`config.mk`:
```
export PLATFORM = sky130hd
export DESIGN_NAME = spcp_device_flat
export DESIGN_NICKNAME = d
export VERILOG_FILES = /design/src/design/spcp_pkg.sv /design/src/design/spcp_link_if.sv /design/src/design/spcp_device.sv /design/src/flat_wrapper.sv
export VERILOG_INCLUDE_DIRS = /design/src /design/src/design
export SDC_FILE = /design/constraint.sdc
export NUM_CORES = 1
export LEC_CHECK = 0
export BUFFER_PORTS_ARGS = -buffer_cell sky130_fd_sc_hd__buf_2
export CORE_MARGIN = 1
export CORE_UTILIZATION = 33
export DETAILED_ROUTE_END_ITERATION = 8
export PLACE_DENSITY = 0.49
export SLEW_MARGIN = 10
export SYNTH_ARGS = -nofsm -noshare
export SYNTH_HDL_FRONTEND = slang
export SYNTH_SLANG_ARGS = --single-unit
```
`constraint.sdc`:
```
create_clock -name clock -period 6.2 [get_ports clock]
set_input_delay 0.31 -clock clock [delete_from_list [all_inputs] [get_ports clock]]
set_output_delay 0.31 -clock clock [all_outputs]
set_load 0.05 [all_outputs]
```
`src/design/spcp_params.svh`:
```
// timing and field constants for the single pin programmer
`ifndef SPCP_PARAMS_SVH
`define SPCP_PARAMS_SVH
`define SPCP_CLK_HZ        25000000
`define SPCP_BIT_HZ        70000
`define SPCP_BIT_CYC       (`SPCP_CLK_HZ / `SPCP_BIT_HZ)
`define SPCP_SHORT_CYC     (`SPCP_BIT_CYC / 5)
`define SPCP_LONG_CYC      ((`SPCP_BIT_CYC * 4) / 5)
`define SPCP_HALF_CYC      (`SPCP_BIT_CYC / 2)
`define SPCP_TIMEOUT_MS    16
`define SPCP_TIMEOUT_CYC   ((`SPCP_CLK_HZ / 1000) * `SPCP_TIMEOUT_MS)
`define SPCP_EE_WAIT_MS    10
`define SPCP_EE_WAIT_CYC   ((`SPCP_CLK_HZ / 1000) * `SPCP_EE_WAIT_MS)
`define SPCP_ENTRY_LEN     6
`define SPCP_CMD_LEN       10
`define SPCP_ENTER_PROG    6'h0C
`define SPCP_ENTER_READ    6'h3B
`define SPCP_SEL_JUMP      3'h7
`define SPCP_JUMP_EE       8'hF0
`define SPCP_JUMP_EE_LOCK  8'h55
`define SPCP_JUMP_EXIT     8'h00
`define SPCP_NUM_WORDS     6
`endif

```
`src/design/spcp_pkg.sv`:
```
// shared types for the single pin programmer
package spcp_pkg;
  typedef enum logic [2:0] {
    SPCP_NORMAL, SPCP_PROG, SPCP_EE_STORE, SPCP_EE_LOCK, SPCP_READBACK
  } spcp_state_t;
  typedef logic [7:0] spcp_word_t;
endpackage

```
`src/design/spcp_link_if.sv`:
```
// single programming pin between host and device
`timescale 1ns/1ps
interface spcp_link_if;
  logic serial_program_pin;
  modport device (input serial_program_pin);
  modport host   (output serial_program_pin);
endinterface

```
`src/design/spcp_device.sv`:
```
// device end: decodes pulse-coded commands on the programming pin
// What this block does
// - 001100 enters programming mode from normal
// - 111011 enters readback mode from normal
// - three-bit selector picks config word zero..five
// - tenth bit latches word, applied immediately
// - one bit captured per falling pin edge
// - idle gaps inside word write tolerated
// - 111 1111 0000 jumps to store
// - 111 0101 0101 jumps to store and lock
// - 111 0000 0000 leaves store states
// - other 111 commands exit to normal
// - pin is input only, readback elsewhere
// - host tracks writes when no readback
// - feedback divider follows prescaler setting
// - host sends pulse-coded, not clocked, data
// - short high is 0, long is 1
// - entry pulses must end within 16 ms
// - chip enable ignored outside normal state
// - host waits 10 ms after store jump
`timescale 1ns/1ps
`include "spcp_params.svh"
module spcp_device (
  // clock and reset
  input  wire logic                clock,
  input  wire logic                reset,
  input  wire logic                clock_enable,
  // link
  spcp_link_if.device              link,
  // user side
  input  wire logic                chip_enable,
  input  wire logic [2:0]          prescaler,
  output logic      [47:0]         config_words,
  output logic      [5:0]          feedback_div,
  output spcp_pkg::spcp_state_t    state,
  output logic                     outputs_enabled,
  output logic                     store_request,
  output logic                     store_lock,
  output logic                     readback_active
);
  // pin synchroniser, first stage read only by second
  logic                  pin_s1_q, pin_s2_q, pin_prev_q;
  logic [15:0]           high_cnt_q;
  logic [19:0]           idle_cnt_q;
  logic [9:0]            bits_q;
  logic [3:0]            nbits_q;
  logic [7:0]            words_q [`SPCP_NUM_WORDS];
  spcp_pkg::spcp_state_t state_q;
  logic                  rise, fall, bit_val, timeout;
  logic [9:0]            cmd;

  function automatic logic [5:0] fb_of(input logic [2:0] p);
    case (p)
      3'h2:    fb_of = 6'h20;
      3'h3:    fb_of = 6'h14;
      3'h4:    fb_of = 6'h10;
      3'h5:    fb_of = 6'h0C;
      default: fb_of = 6'h00;
    endcase
  endfunction

  // selector sent lsb-first: 000,100,010,110,001,101 name words 0..5;
  // its third slot doubles as the payload msb
  function automatic logic [2:0] widx(input logic [9:0] c);
    widx = {c[7], c[8], c[9]};
  endfunction

  // third slot is 1 in every jump; seven bits tell them apart
  function automatic logic jump_is(input logic [9:0] c,
                                   input logic [7:0] code);
    jump_is = (c[6:0] == code[6:0]);
  endfunction

  always_ff @(posedge clock) begin
    if (reset) begin
      pin_s1_q   <= 1'b0;
      pin_s2_q   <= 1'b0;
      pin_prev_q <= 1'b0;
    end else if (clock_enable) begin
      pin_s1_q   <= link.serial_program_pin;
      pin_s2_q   <= pin_s1_q;
      pin_prev_q <= pin_s2_q;
    end
  end

  assign rise = pin_s2_q & ~pin_prev_q;
  assign fall = ~pin_s2_q & pin_prev_q;
  // long high pulse means 1, threshold halfway
  assign bit_val = (high_cnt_q >= 16'(`SPCP_HALF_CYC));
  assign cmd = {bits_q[8:0], bit_val};
  // gaps only time out entry sequences in normal state
  assign timeout = (state_q == spcp_pkg::SPCP_NORMAL) && (nbits_q != 4'h0)
                   && (idle_cnt_q >= 20'(`SPCP_TIMEOUT_CYC));

  // pulse width, sampled at the falling edge
  always_ff @(posedge clock) begin
    if (reset) begin
      high_cnt_q <= 16'h0000;
    end else if (clock_enable) begin
      if (rise) begin
        high_cnt_q <= 16'h0000;
      end else if (pin_s2_q && high_cnt_q != 16'hFFFF) begin
        high_cnt_q <= high_cnt_q + 16'h0001;
      end
    end
  end

  always_ff @(posedge clock) begin
    if (reset) begin
      idle_cnt_q <= 20'h00000;
    end else if (clock_enable) begin
      if (rise || fall) begin
        idle_cnt_q <= 20'h00000;
      end else if (idle_cnt_q != 20'hFFFFF) begin
        idle_cnt_q <= idle_cnt_q + 20'h00001;
      end
    end
  end

  // bit assembly and state transitions, bit decided on fall
  always_ff @(posedge clock) begin
    if (reset) begin
      state_q <= spcp_pkg::SPCP_NORMAL;
      bits_q  <= 10'h000;
      nbits_q <= 4'h0;
      for (int i = 0; i < `SPCP_NUM_WORDS; i++) words_q[i] <= 8'h00;
    end else if (clock_enable) begin
      if (timeout) begin
        bits_q  <= 10'h000;
        nbits_q <= 4'h0;
      end else if (fall) begin
        bits_q  <= cmd;
        nbits_q <= nbits_q + 4'h1;
        case (state_q)
          spcp_pkg::SPCP_NORMAL: begin
            if (nbits_q == 4'(`SPCP_ENTRY_LEN - 1)) begin
              nbits_q <= 4'h0;
              if (cmd[5:0] == `SPCP_ENTER_PROG) begin
                state_q <= spcp_pkg::SPCP_PROG;
              end else if (cmd[5:0] == `SPCP_ENTER_READ) begin
                state_q <= spcp_pkg::SPCP_READBACK;
              end
            end
          end
          spcp_pkg::SPCP_PROG, spcp_pkg::SPCP_EE_STORE,
          spcp_pkg::SPCP_EE_LOCK: begin
            if (nbits_q == 4'(`SPCP_CMD_LEN - 1)) begin
              nbits_q <= 4'h0;
              if (cmd[9:7] != `SPCP_SEL_JUMP) begin
                // selector 011 names no word and is dropped
                if (state_q == spcp_pkg::SPCP_PROG
                    && widx(cmd) < 3'(`SPCP_NUM_WORDS)) begin
                  words_q[widx(cmd)] <= cmd[7:0];
                end
              end else if (state_q == spcp_pkg::SPCP_PROG
                           && jump_is(cmd, `SPCP_JUMP_EE)) begin
                state_q <= spcp_pkg::SPCP_EE_STORE;
              end else if (state_q == spcp_pkg::SPCP_PROG
                           && jump_is(cmd, `SPCP_JUMP_EE_LOCK)) begin
                state_q <= spcp_pkg::SPCP_EE_LOCK;
              end else begin
                state_q <= spcp_pkg::SPCP_NORMAL;
              end
            end
          end
          default: begin
            // readback stream lies outside this block
            nbits_q <= 4'h0;
          end
        endcase
      end
    end
  end

  // word n drives bits 8n+7:8n
  always_comb begin
    for (int i = 0; i < `SPCP_NUM_WORDS; i++) begin
      config_words[i*8 +: 8] = words_q[i];
    end
  end

  always_ff @(posedge clock) begin
    if (reset) begin
      feedback_div <= 6'h00;
    end else if (clock_enable) begin
      feedback_div <= fb_of(prescaler);
    end
  end

  always_ff @(posedge clock) begin
    if (reset) begin
      store_request <= 1'b0;
      store_lock <= 1'b0;
      outputs_enabled <= 1'b0;
      readback_active <= 1'b0;
    end else if (clock_enable) begin
      store_request <= (state_q == spcp_pkg::SPCP_EE_STORE)
                       || (state_q == spcp_pkg::SPCP_EE_LOCK);
      store_lock <= (state_q == spcp_pkg::SPCP_EE_LOCK);
      outputs_enabled <= (state_q != spcp_pkg::SPCP_NORMAL)
                         || chip_enable;
      readback_active <= (state_q == spcp_pkg::SPCP_READBACK);
    end
  end

  assign state = state_q;
endmodule // spcp_device

```
`src/flat_wrapper.sv`:
```
// flat-port wrapper written by rule: the top's interface ports become plain ports
module spcp_device_flat 
  (clock, reset, clock_enable, chip_enable, prescaler, config_words, feedback_div, state, outputs_enabled, store_request, store_lock, readback_active, link_serial_program_pin);
  spcp_link_if link_i ();
  input  wire logic clock;
  input  wire logic reset;
  input  wire logic clock_enable;
  input  wire logic chip_enable;
  input  wire logic [2:0] prescaler;
  output logic      [47:0] config_words;
  output logic      [5:0] feedback_div;
  output spcp_pkg::spcp_state_t state;
  output logic outputs_enabled;
  output logic store_request;
  output logic store_lock;
  output logic readback_active;
  input wire logic [$bits(link_i.serial_program_pin)-1:0] link_serial_program_pin;
  assign link_i.serial_program_pin = link_serial_program_pin;
  spcp_device u_core (.clock(clock), .reset(reset), .clock_enable(clock_enable), .link(link_i), .chip_enable(chip_enable), .prescaler(prescaler), .config_words(config_words), .feedback_div(feedback_div), .state(state), .outputs_enabled(outputs_enabled), .store_request(store_request), .store_lock(store_lock), .readback_active(readback_active));
endmodule
```
==> results of run 1 <==
[synth_stat cells (9+ instances only)]
cell type	number	area, µm²
ha_1	9	113
nand2_1	33	124
nor3_2	21	210
edfxtp_1	48	1440
dfxtp_1	63	1260
o21ai_0	24	120
clkbuf_1	14	52.6
a22oi_1	9	67.6
nand3_1	21	105
nor3_1	15	75.1
nor4_1	11	68.8
inv_1	24	90.1
nor2_1	65	244
a21oi_1	26	130
nand4_1	14	87.6
or3_1	10	62.6
[state kept, by name, summed over array words and instances, names as in the netlist, 3 cells and up]
name and count:
u_core.high_cnt_q 16, u_core.idle_cnt_q 20, u_core.words_q 48, u_core.feedback_div 4
u_core.nbits_q 4, u_core.state 3, u_core.bits_q 9
[power breakdown]
| part | internal, W | total, W | switching [W] |
|---|---|---|---|
| clock | 0.000359 | 0.000636 | 0.000277 |
| combinational | 0.0000248 | 0.000136 | 0.000111 |
| sequential | 0.000781 | 0.000789 | 0.00000773 |
[worst min-delay path: stages]
cell and delay [ns]:
buf_2 0.08, mux2i_1 0.06, nor2_1 0.07
[layout make-up]
type                    instances  share of cell area (%)
inverters                      24                    1.45
multi-input cells             380                    39.6
flip-flops and latches        111                    43.6
clock inverters                 7                    1.66
repair buffers                 69                    5.70
well taps                     216                    4.36
clock buffers                   9                    3.64
[final timing paths]
check / to / slack (ns) / cells past startpoint
worst max-delay path: u_core.words_q[2][7] / 2.95 / 8
worst min-delay path: u_core.pin_s1_q / 0.21 / 3
worst max register to register: u_core.words_q[2][7] / 2.95 / 8
worst min register to register: u_core.feedback_div[5] / 0.46 / 2
[cell families (layout without fill, tap and decap cells)]
| logic type | count (synthesis) | after routing | share of synthesized area (%) |
|---|---|---|---|
| muxes | 7 | 7 | 1.31 |
| buffers and inverters | 51 | 109 | 4.36 |
| and+or+nand+nor | 238 | 238 | 25.5 |
| DFF | 111 | 111 | 50.3 |
| AOI/OAI and AO/OA | 106 | 106 | 14.1 |
| other | 1 | 6 | 0.0698 |
| xor gates and xnor gates | 14 | 14 | 2.28 |
| adders and majority gates | 9 | 9 | 2.10 |
[per-layer routing]
metal / track usage (%) / wire, µm / vias to the layer above / part of all wire (%)
li1: - / - / 2098 / -
met1: 19.5 / 5730 / 1976 / 46
met2: 26.9 / 6080 / 82 / 48
met3: 2.77 / 513 / 15 / 4.1
met4: 6.98 / 241 / 0 / 1.9
met5: 0 / 0 / - / 0
[stage by stage]
stage	hold WS, ns	utilization [%]	instances
2_1_floorplan	0.457	-	542
3_3_place_gp	0.445	36.9	800
3_5_place_dp	0.455	36.9	800
4_1_cts	0.195	39.0	816
5_1_grt	0.229	39.0	816
6_report	0.205	39.0	816
==> flow_summary.yaml, run 1 <==
critical_path:
  cp_max_fo: 18
  arrival_ns: 3.22
  cp-startpoint: "u_core.pin_s2_q"
  cp_slowest_cell: "o21ai_0"
  cp_num_buf_inv: 2
  crit_family: "compound AO/OA/AOI/OAI gates"
  worstPathCellList: "inv_1, ha_1, nand2_1, or2_1, o32ai_4, buf_4, nand4_4, o21ai_0"
  timing.rr.start: "u_core.pin_s2_q"
  critPathMaxStageDelay_ns: 0.94
  critPathCaptureType: "flop"
  crit_type: "reg2reg"
  required_ns: 6.18
  startpoint_type: "flop"
finish:
  final.fill_count: 1609
  regArea_um2: 2700
  fin_nets: 612
  multi_input_area_um2: 2450
  fin_area_um2: 6190
  mostFrequentLayoutCells: "buf_2, nor2_1, dfxtp_1"
  drive_gt1_share_pct: 20.5
  syn_to_final_growth_pct: 15.4
  layout_commonest_cell: "buf_2"
  diodes: 0
floorplanning:
  initial_core_util_pct: 33.8
  die_h_um: 130
  std_cell_rows: 46
  io_pins: 69
  dieArea_um2: 16800
  fp.dieW_um: 130
  core-area_um2: 15900
clock_tree:
  ctsHoldBuffers: 0
  clk_latency_ns: 0.36
  htree_levels: 3
  cts_setup_buffers: 0
  clk_pin_slew_worst_paths_ns: 0.08
  clock-sinks: 111
  cts_tree: "yes"
  cts_buffer_depth: 2
  cts.repair.resized: 0
  cts_buffers: 9
  cts-root-buf: "clkbuf_16"
pwr:
  ir_drop_mv: 0.119
  p_leak_nw: 2.12
  p_per_area_nw_per_um2: 252
  p_total_w: 0.00156
sta:
  tns_ns: 0
  post-route-period-util_pct: 52.3
  slew_viol_final: 0
  finalHoldViolations: 0
  final-setup-viol-count: 0
  relSlewSlack_pct: 26.9
  rsz0062_at_grt: "no"
  fmax_mhz: 308
  timing.final.crit_period_ns: 3.25
  fin_ws_ns: 2.95
  max_slew.worst_pin.slew_ns: 1.09
  fin_skew_ns: 0.0117
yosys:
  ys_types: 71
  syn_avg_cell_area_um2: 10.0
  yosysSeqAreaShare_pct: 50.3
  ys_ff_latch: 111
  synth_edf_count: 48
  synthArstFlopShare_pct: 0
  synth_ff_type: "dfxtp_1"
  synth_warnings: 0
  synthCells: 537
  netlist_area_um2: 5370
placed_design:
  postPlaceCellArea_um2: 5870
  place.gp.congestion: 0.840
  portBuffers: 66
  detailed_place_hpwl_mm: 9.08
  dp_slack_ns: 2.79
drt:
  final_antenna_net_count: 0
  drc: 0
  via_count: 4171
  routedWlPerCell_um: 15.4
  vias_per_cell: 5.11
  drtPass1Iterations: 4
  drt-total-wl_mm: 12.6
  drt_iter0_drc: 212
min_path:
  hold_class: "in2reg"
  hp-start: "link_serial_program_pin"
grt:
  grt_overflow: 0
  grt_pass1_wl_mm: 20.5
  grt_antenna_before_repair: 0
  global_route.usage.total_pct: 15.8
  first_global_vias: 4010
  grt_start_max_net_pins: 42
flow_run:
  maxCapViolCount: 0
run_status:
  status: "complete, no violations"
Note: power is estimated with default switching activity, not from simulation.
==> inputs of run 2 (changes only) <==
Settings changed: ABC_AREA set to 1, PLACE_DENSITY 0.49 to 0.51.
Clock period 6.2 ns to 2.65 ns, I/O delays scaled along.
==> run 2 against run 1 <==
Register-to-register slack got worse by 2.6 ns. Total power is 130% higher. Critical endpoint is now u_core.words_q[1][2]. Largest cell class unchanged. Highest routed layer unchanged. Critical path type unchanged. Critical path depth up 2.
==> flow_summary.yaml, run 2 <==
flow_run:
  maxCapViolCount: 0
sta:
  tns_ns: 0
  timing.final.crit_period_ns: 2.28
  finalHoldViolations: 0
  rsz0062_at_grt: "no"
  fmax_mhz: 438
  final-setup-viol-count: 0
  fin_skew_ns: 0.0114
  slew_viol_final: 0
  post-route-period-util_pct: 86.2
clock_tree:
  cts_setup_buffers: 0
  htree_levels: 3
  cts-root-buf: "clkbuf_16"
  clk_pin_slew_worst_paths_ns: 0.08
  ctsHoldBuffers: 0
  clock-sinks: 111
  cts.repair.resized: 0
  cts_buffers: 9
  clk_latency_ns: 0.36
  cts_tree: "yes"
  cts_buffer_depth: 2
finish:
  syn_to_final_growth_pct: 17.3
  mostFrequentLayoutCells: "nand2_1, nor2_1, inv_1"
  multi_input_area_um2: 2200
  diodes: 0
  layout_commonest_cell: "nand2_1"
  top_regs: "u_core.words_q (48), u_core.idle_cnt_q (20), u_core.high_cnt_q (16)"
  drive_gt1_share_pct: 13.8
  fin_area_um2: 6190
  utilization_pct: 40.1
  largest_reg_flops: 48
  largest-register: "u_core.words_q"
  regArea_um2: 2700
  fin_nets: 766
  final.fill_count: 1642
critical_path:
  required_ns: 2.69
  cp_num_buf_inv: 1
  reg2reg_depth: 10
  critPathCaptureType: "flop"
  cp_slowest_cell: "dfxtp_1"
  crit_type: "reg2reg"
  timing.rr.start: "u_core.nbits_q[0]"
  path_common_cell: "nand2_1"
  worstPathCellList: "ha_1, nand3_2, nor2_1, o211ai_1, or2_1, nor2_8, nand2_1, inv_2, nand2_2, nand2_1"
  critPathMaxStageDelay_ns: 0.40
  reg2reg_setup_slack_ns: 0.37
  startpoint_type: "flop"
  cp_max_fo: 8
  arrival_ns: 2.33
  crit_family: "simple AND/OR/NAND/NOR gates"
  r2r-end: "u_core.words_q[1][2]"
grt:
  grt_antenna_before_repair: 0
  grt_pass1_wl_mm: 20.6
  first_global_vias: 4272
  global_route.usage.total_pct: 16.0
  grt_overflow: 0
  grt_start_max_net_pins: 32
run_status:
  status: "complete, no violations"
floorplanning:
  initial_core_util_pct: 34.2
  fp.dieW_um: 128
  dieArea_um2: 16500
  core-area_um2: 15400
  die_h_um: 128
  std_cell_rows: 45
  io_pins: 69
min_path:
  hp-start: "link_serial_program_pin"
  min_path_cells: 3
  hold_class: "in2reg"
  hold_end: "u_core.pin_s1_q"
yosys:
  yosysTopAreaCell: "edfxtp_1"
  syn_avg_cell_area_um2: 7.85
  synth.most_common_cell: "nand2_1"
  synth_warnings: 0
  synthArstFlopShare_pct: 0
  synth_edf_count: 48
  ys_ff_latch: 111
  netlist_area_um2: 5280
  synthTopCellsByArea: "edfxtp_1, dfxtp_1, nand2_1"
  synth_top_area_share_pct: 27.3
  synth_ff_type: "dfxtp_1"
  ys_types: 33
  yosysSeqAreaShare_pct: 51.2
  synth_common_cells: "nand2_1, nor2_1, inv_1"
  synthCells: 672
placed_design:
  place.gp.congestion: 0.837
  detailed_place_hpwl_mm: 9.34
  portBuffers: 66
  postPlaceCellArea_um2: 5880
drt:
  drt_iter0_drc: 291
  drtPass1Iterations: 7
  drc: 0
  final_antenna_net_count: 0
  via_count: 4528
  vias_per_cell: 4.69
  routedWlPerCell_um: 12.9
  drt-total-wl_mm: 12.5
pwr:
  p_total_w: 0.00359
  p_per_area_nw_per_um2: 579
  p_leak_nw: 2.37
  ir_drop_mv: 0.308
## run 2: cell types whose count changed after synthesis, sizes merged, moves of 8 or more
cell / change
a21oi: +22
a22oi: -9
and2: -8
inv: +55
nand2: +110
nand3: +45
nand4: -8
nor2: +65
nor3: -24
nor4: -11
o21ai: -9
or3: -10
## run 2: cell families (layout without fill, tap and decap cells)
family | count (synthesis) | in the layout | share of synthesized area, %
AOI/OAI and AO/OA | 73 | 73 | 7.21
xor gates and xnor gates | 13 | 13 | 2.16
adders and majority gates | 9 | 9 | 2.13
buffers and inverters | 97 | 174 | 7.49
DFF | 111 | 111 | 51.2
other | 1 | 6 | 0.0711
and+or+nand+nor | 368 | 368 | 29.7
## run 2: stage by stage
step / hold slack (ns) / std cells / setup WS [ns]
finish: 0.00974 / 965 / 0.365
global route: 0.0218 / 965 / 0.141
CTS: 0.00562 / 965 / 0.347
detailed placement: 0.383 / 949 / 0.355
global placement: 0.387 / 949 / 0.402
floorplan: 0.267 / 677 / 0.344
## run 2: how the worst max path moves through the flow
stage	endpoint	slack [ns]	cells after the start	start
2_1_floorplan	u_core.words_q[1][0]	0.34	10	u_core.state[0]
3_3_place_gp	u_core.words_q[1][6]	0.40	10	u_core.nbits_q[0]
3_5_place_dp	u_core.words_q[1][4]	0.36	10	u_core.nbits_q[0]
4_1_cts	u_core.words_q[1][2]	0.35	10	u_core.nbits_q[0]
5_1_grt	u_core.words_q[1][2]	0.14	11	u_core.nbits_q[1]
6_report	u_core.words_q[1][2]	0.37	10	u_core.nbits_q[0]
## run 2: worst reg2reg max path: stages (launching register included)
cell      delay (ns)
dfxtp_1         0.40
ha_1            0.22
nand3_2         0.11
nor2_1          0.16
o211ai_1        0.13
or2_1           0.31
nor2_8          0.13
nand2_1         0.07
inv_2           0.07
nand2_2         0.09
nand2_1         0.29
## run 2: report_power, final
part	switching, W	internal, W
logic	0.000285	0.0000677
registers	0.0000212	0.00183
clock network	0.000706	0.000673
## run 2: routing by layer
| metal | part of all wire, % | routed length (µm) | up-vias | global-route usage, % |
|---|---|---|---|---|
| li1 | - | - | 2321 | - |
| met1 | 47 | 5870 | 2092 | 20.2 |
| met2 | 47 | 5860 | 103 | 26.8 |
| met3 | 4.6 | 571 | 12 | 3.33 |
| met4 | 1.4 | 173 | 0 | 5.81 |
| met5 | 0 | 0 | - | 0 |
## run 2: layout make-up
cell class / count / share of cell area, %
sequential: 111 / 43.7
multi-input combinational: 469 / 35.5
timing repair buffer: 78 / 6.79
inverter: 80 / 4.85
tap: 211 / 4.27
clock buffer: 9 / 3.64
clock inverter: 7 / 1.29
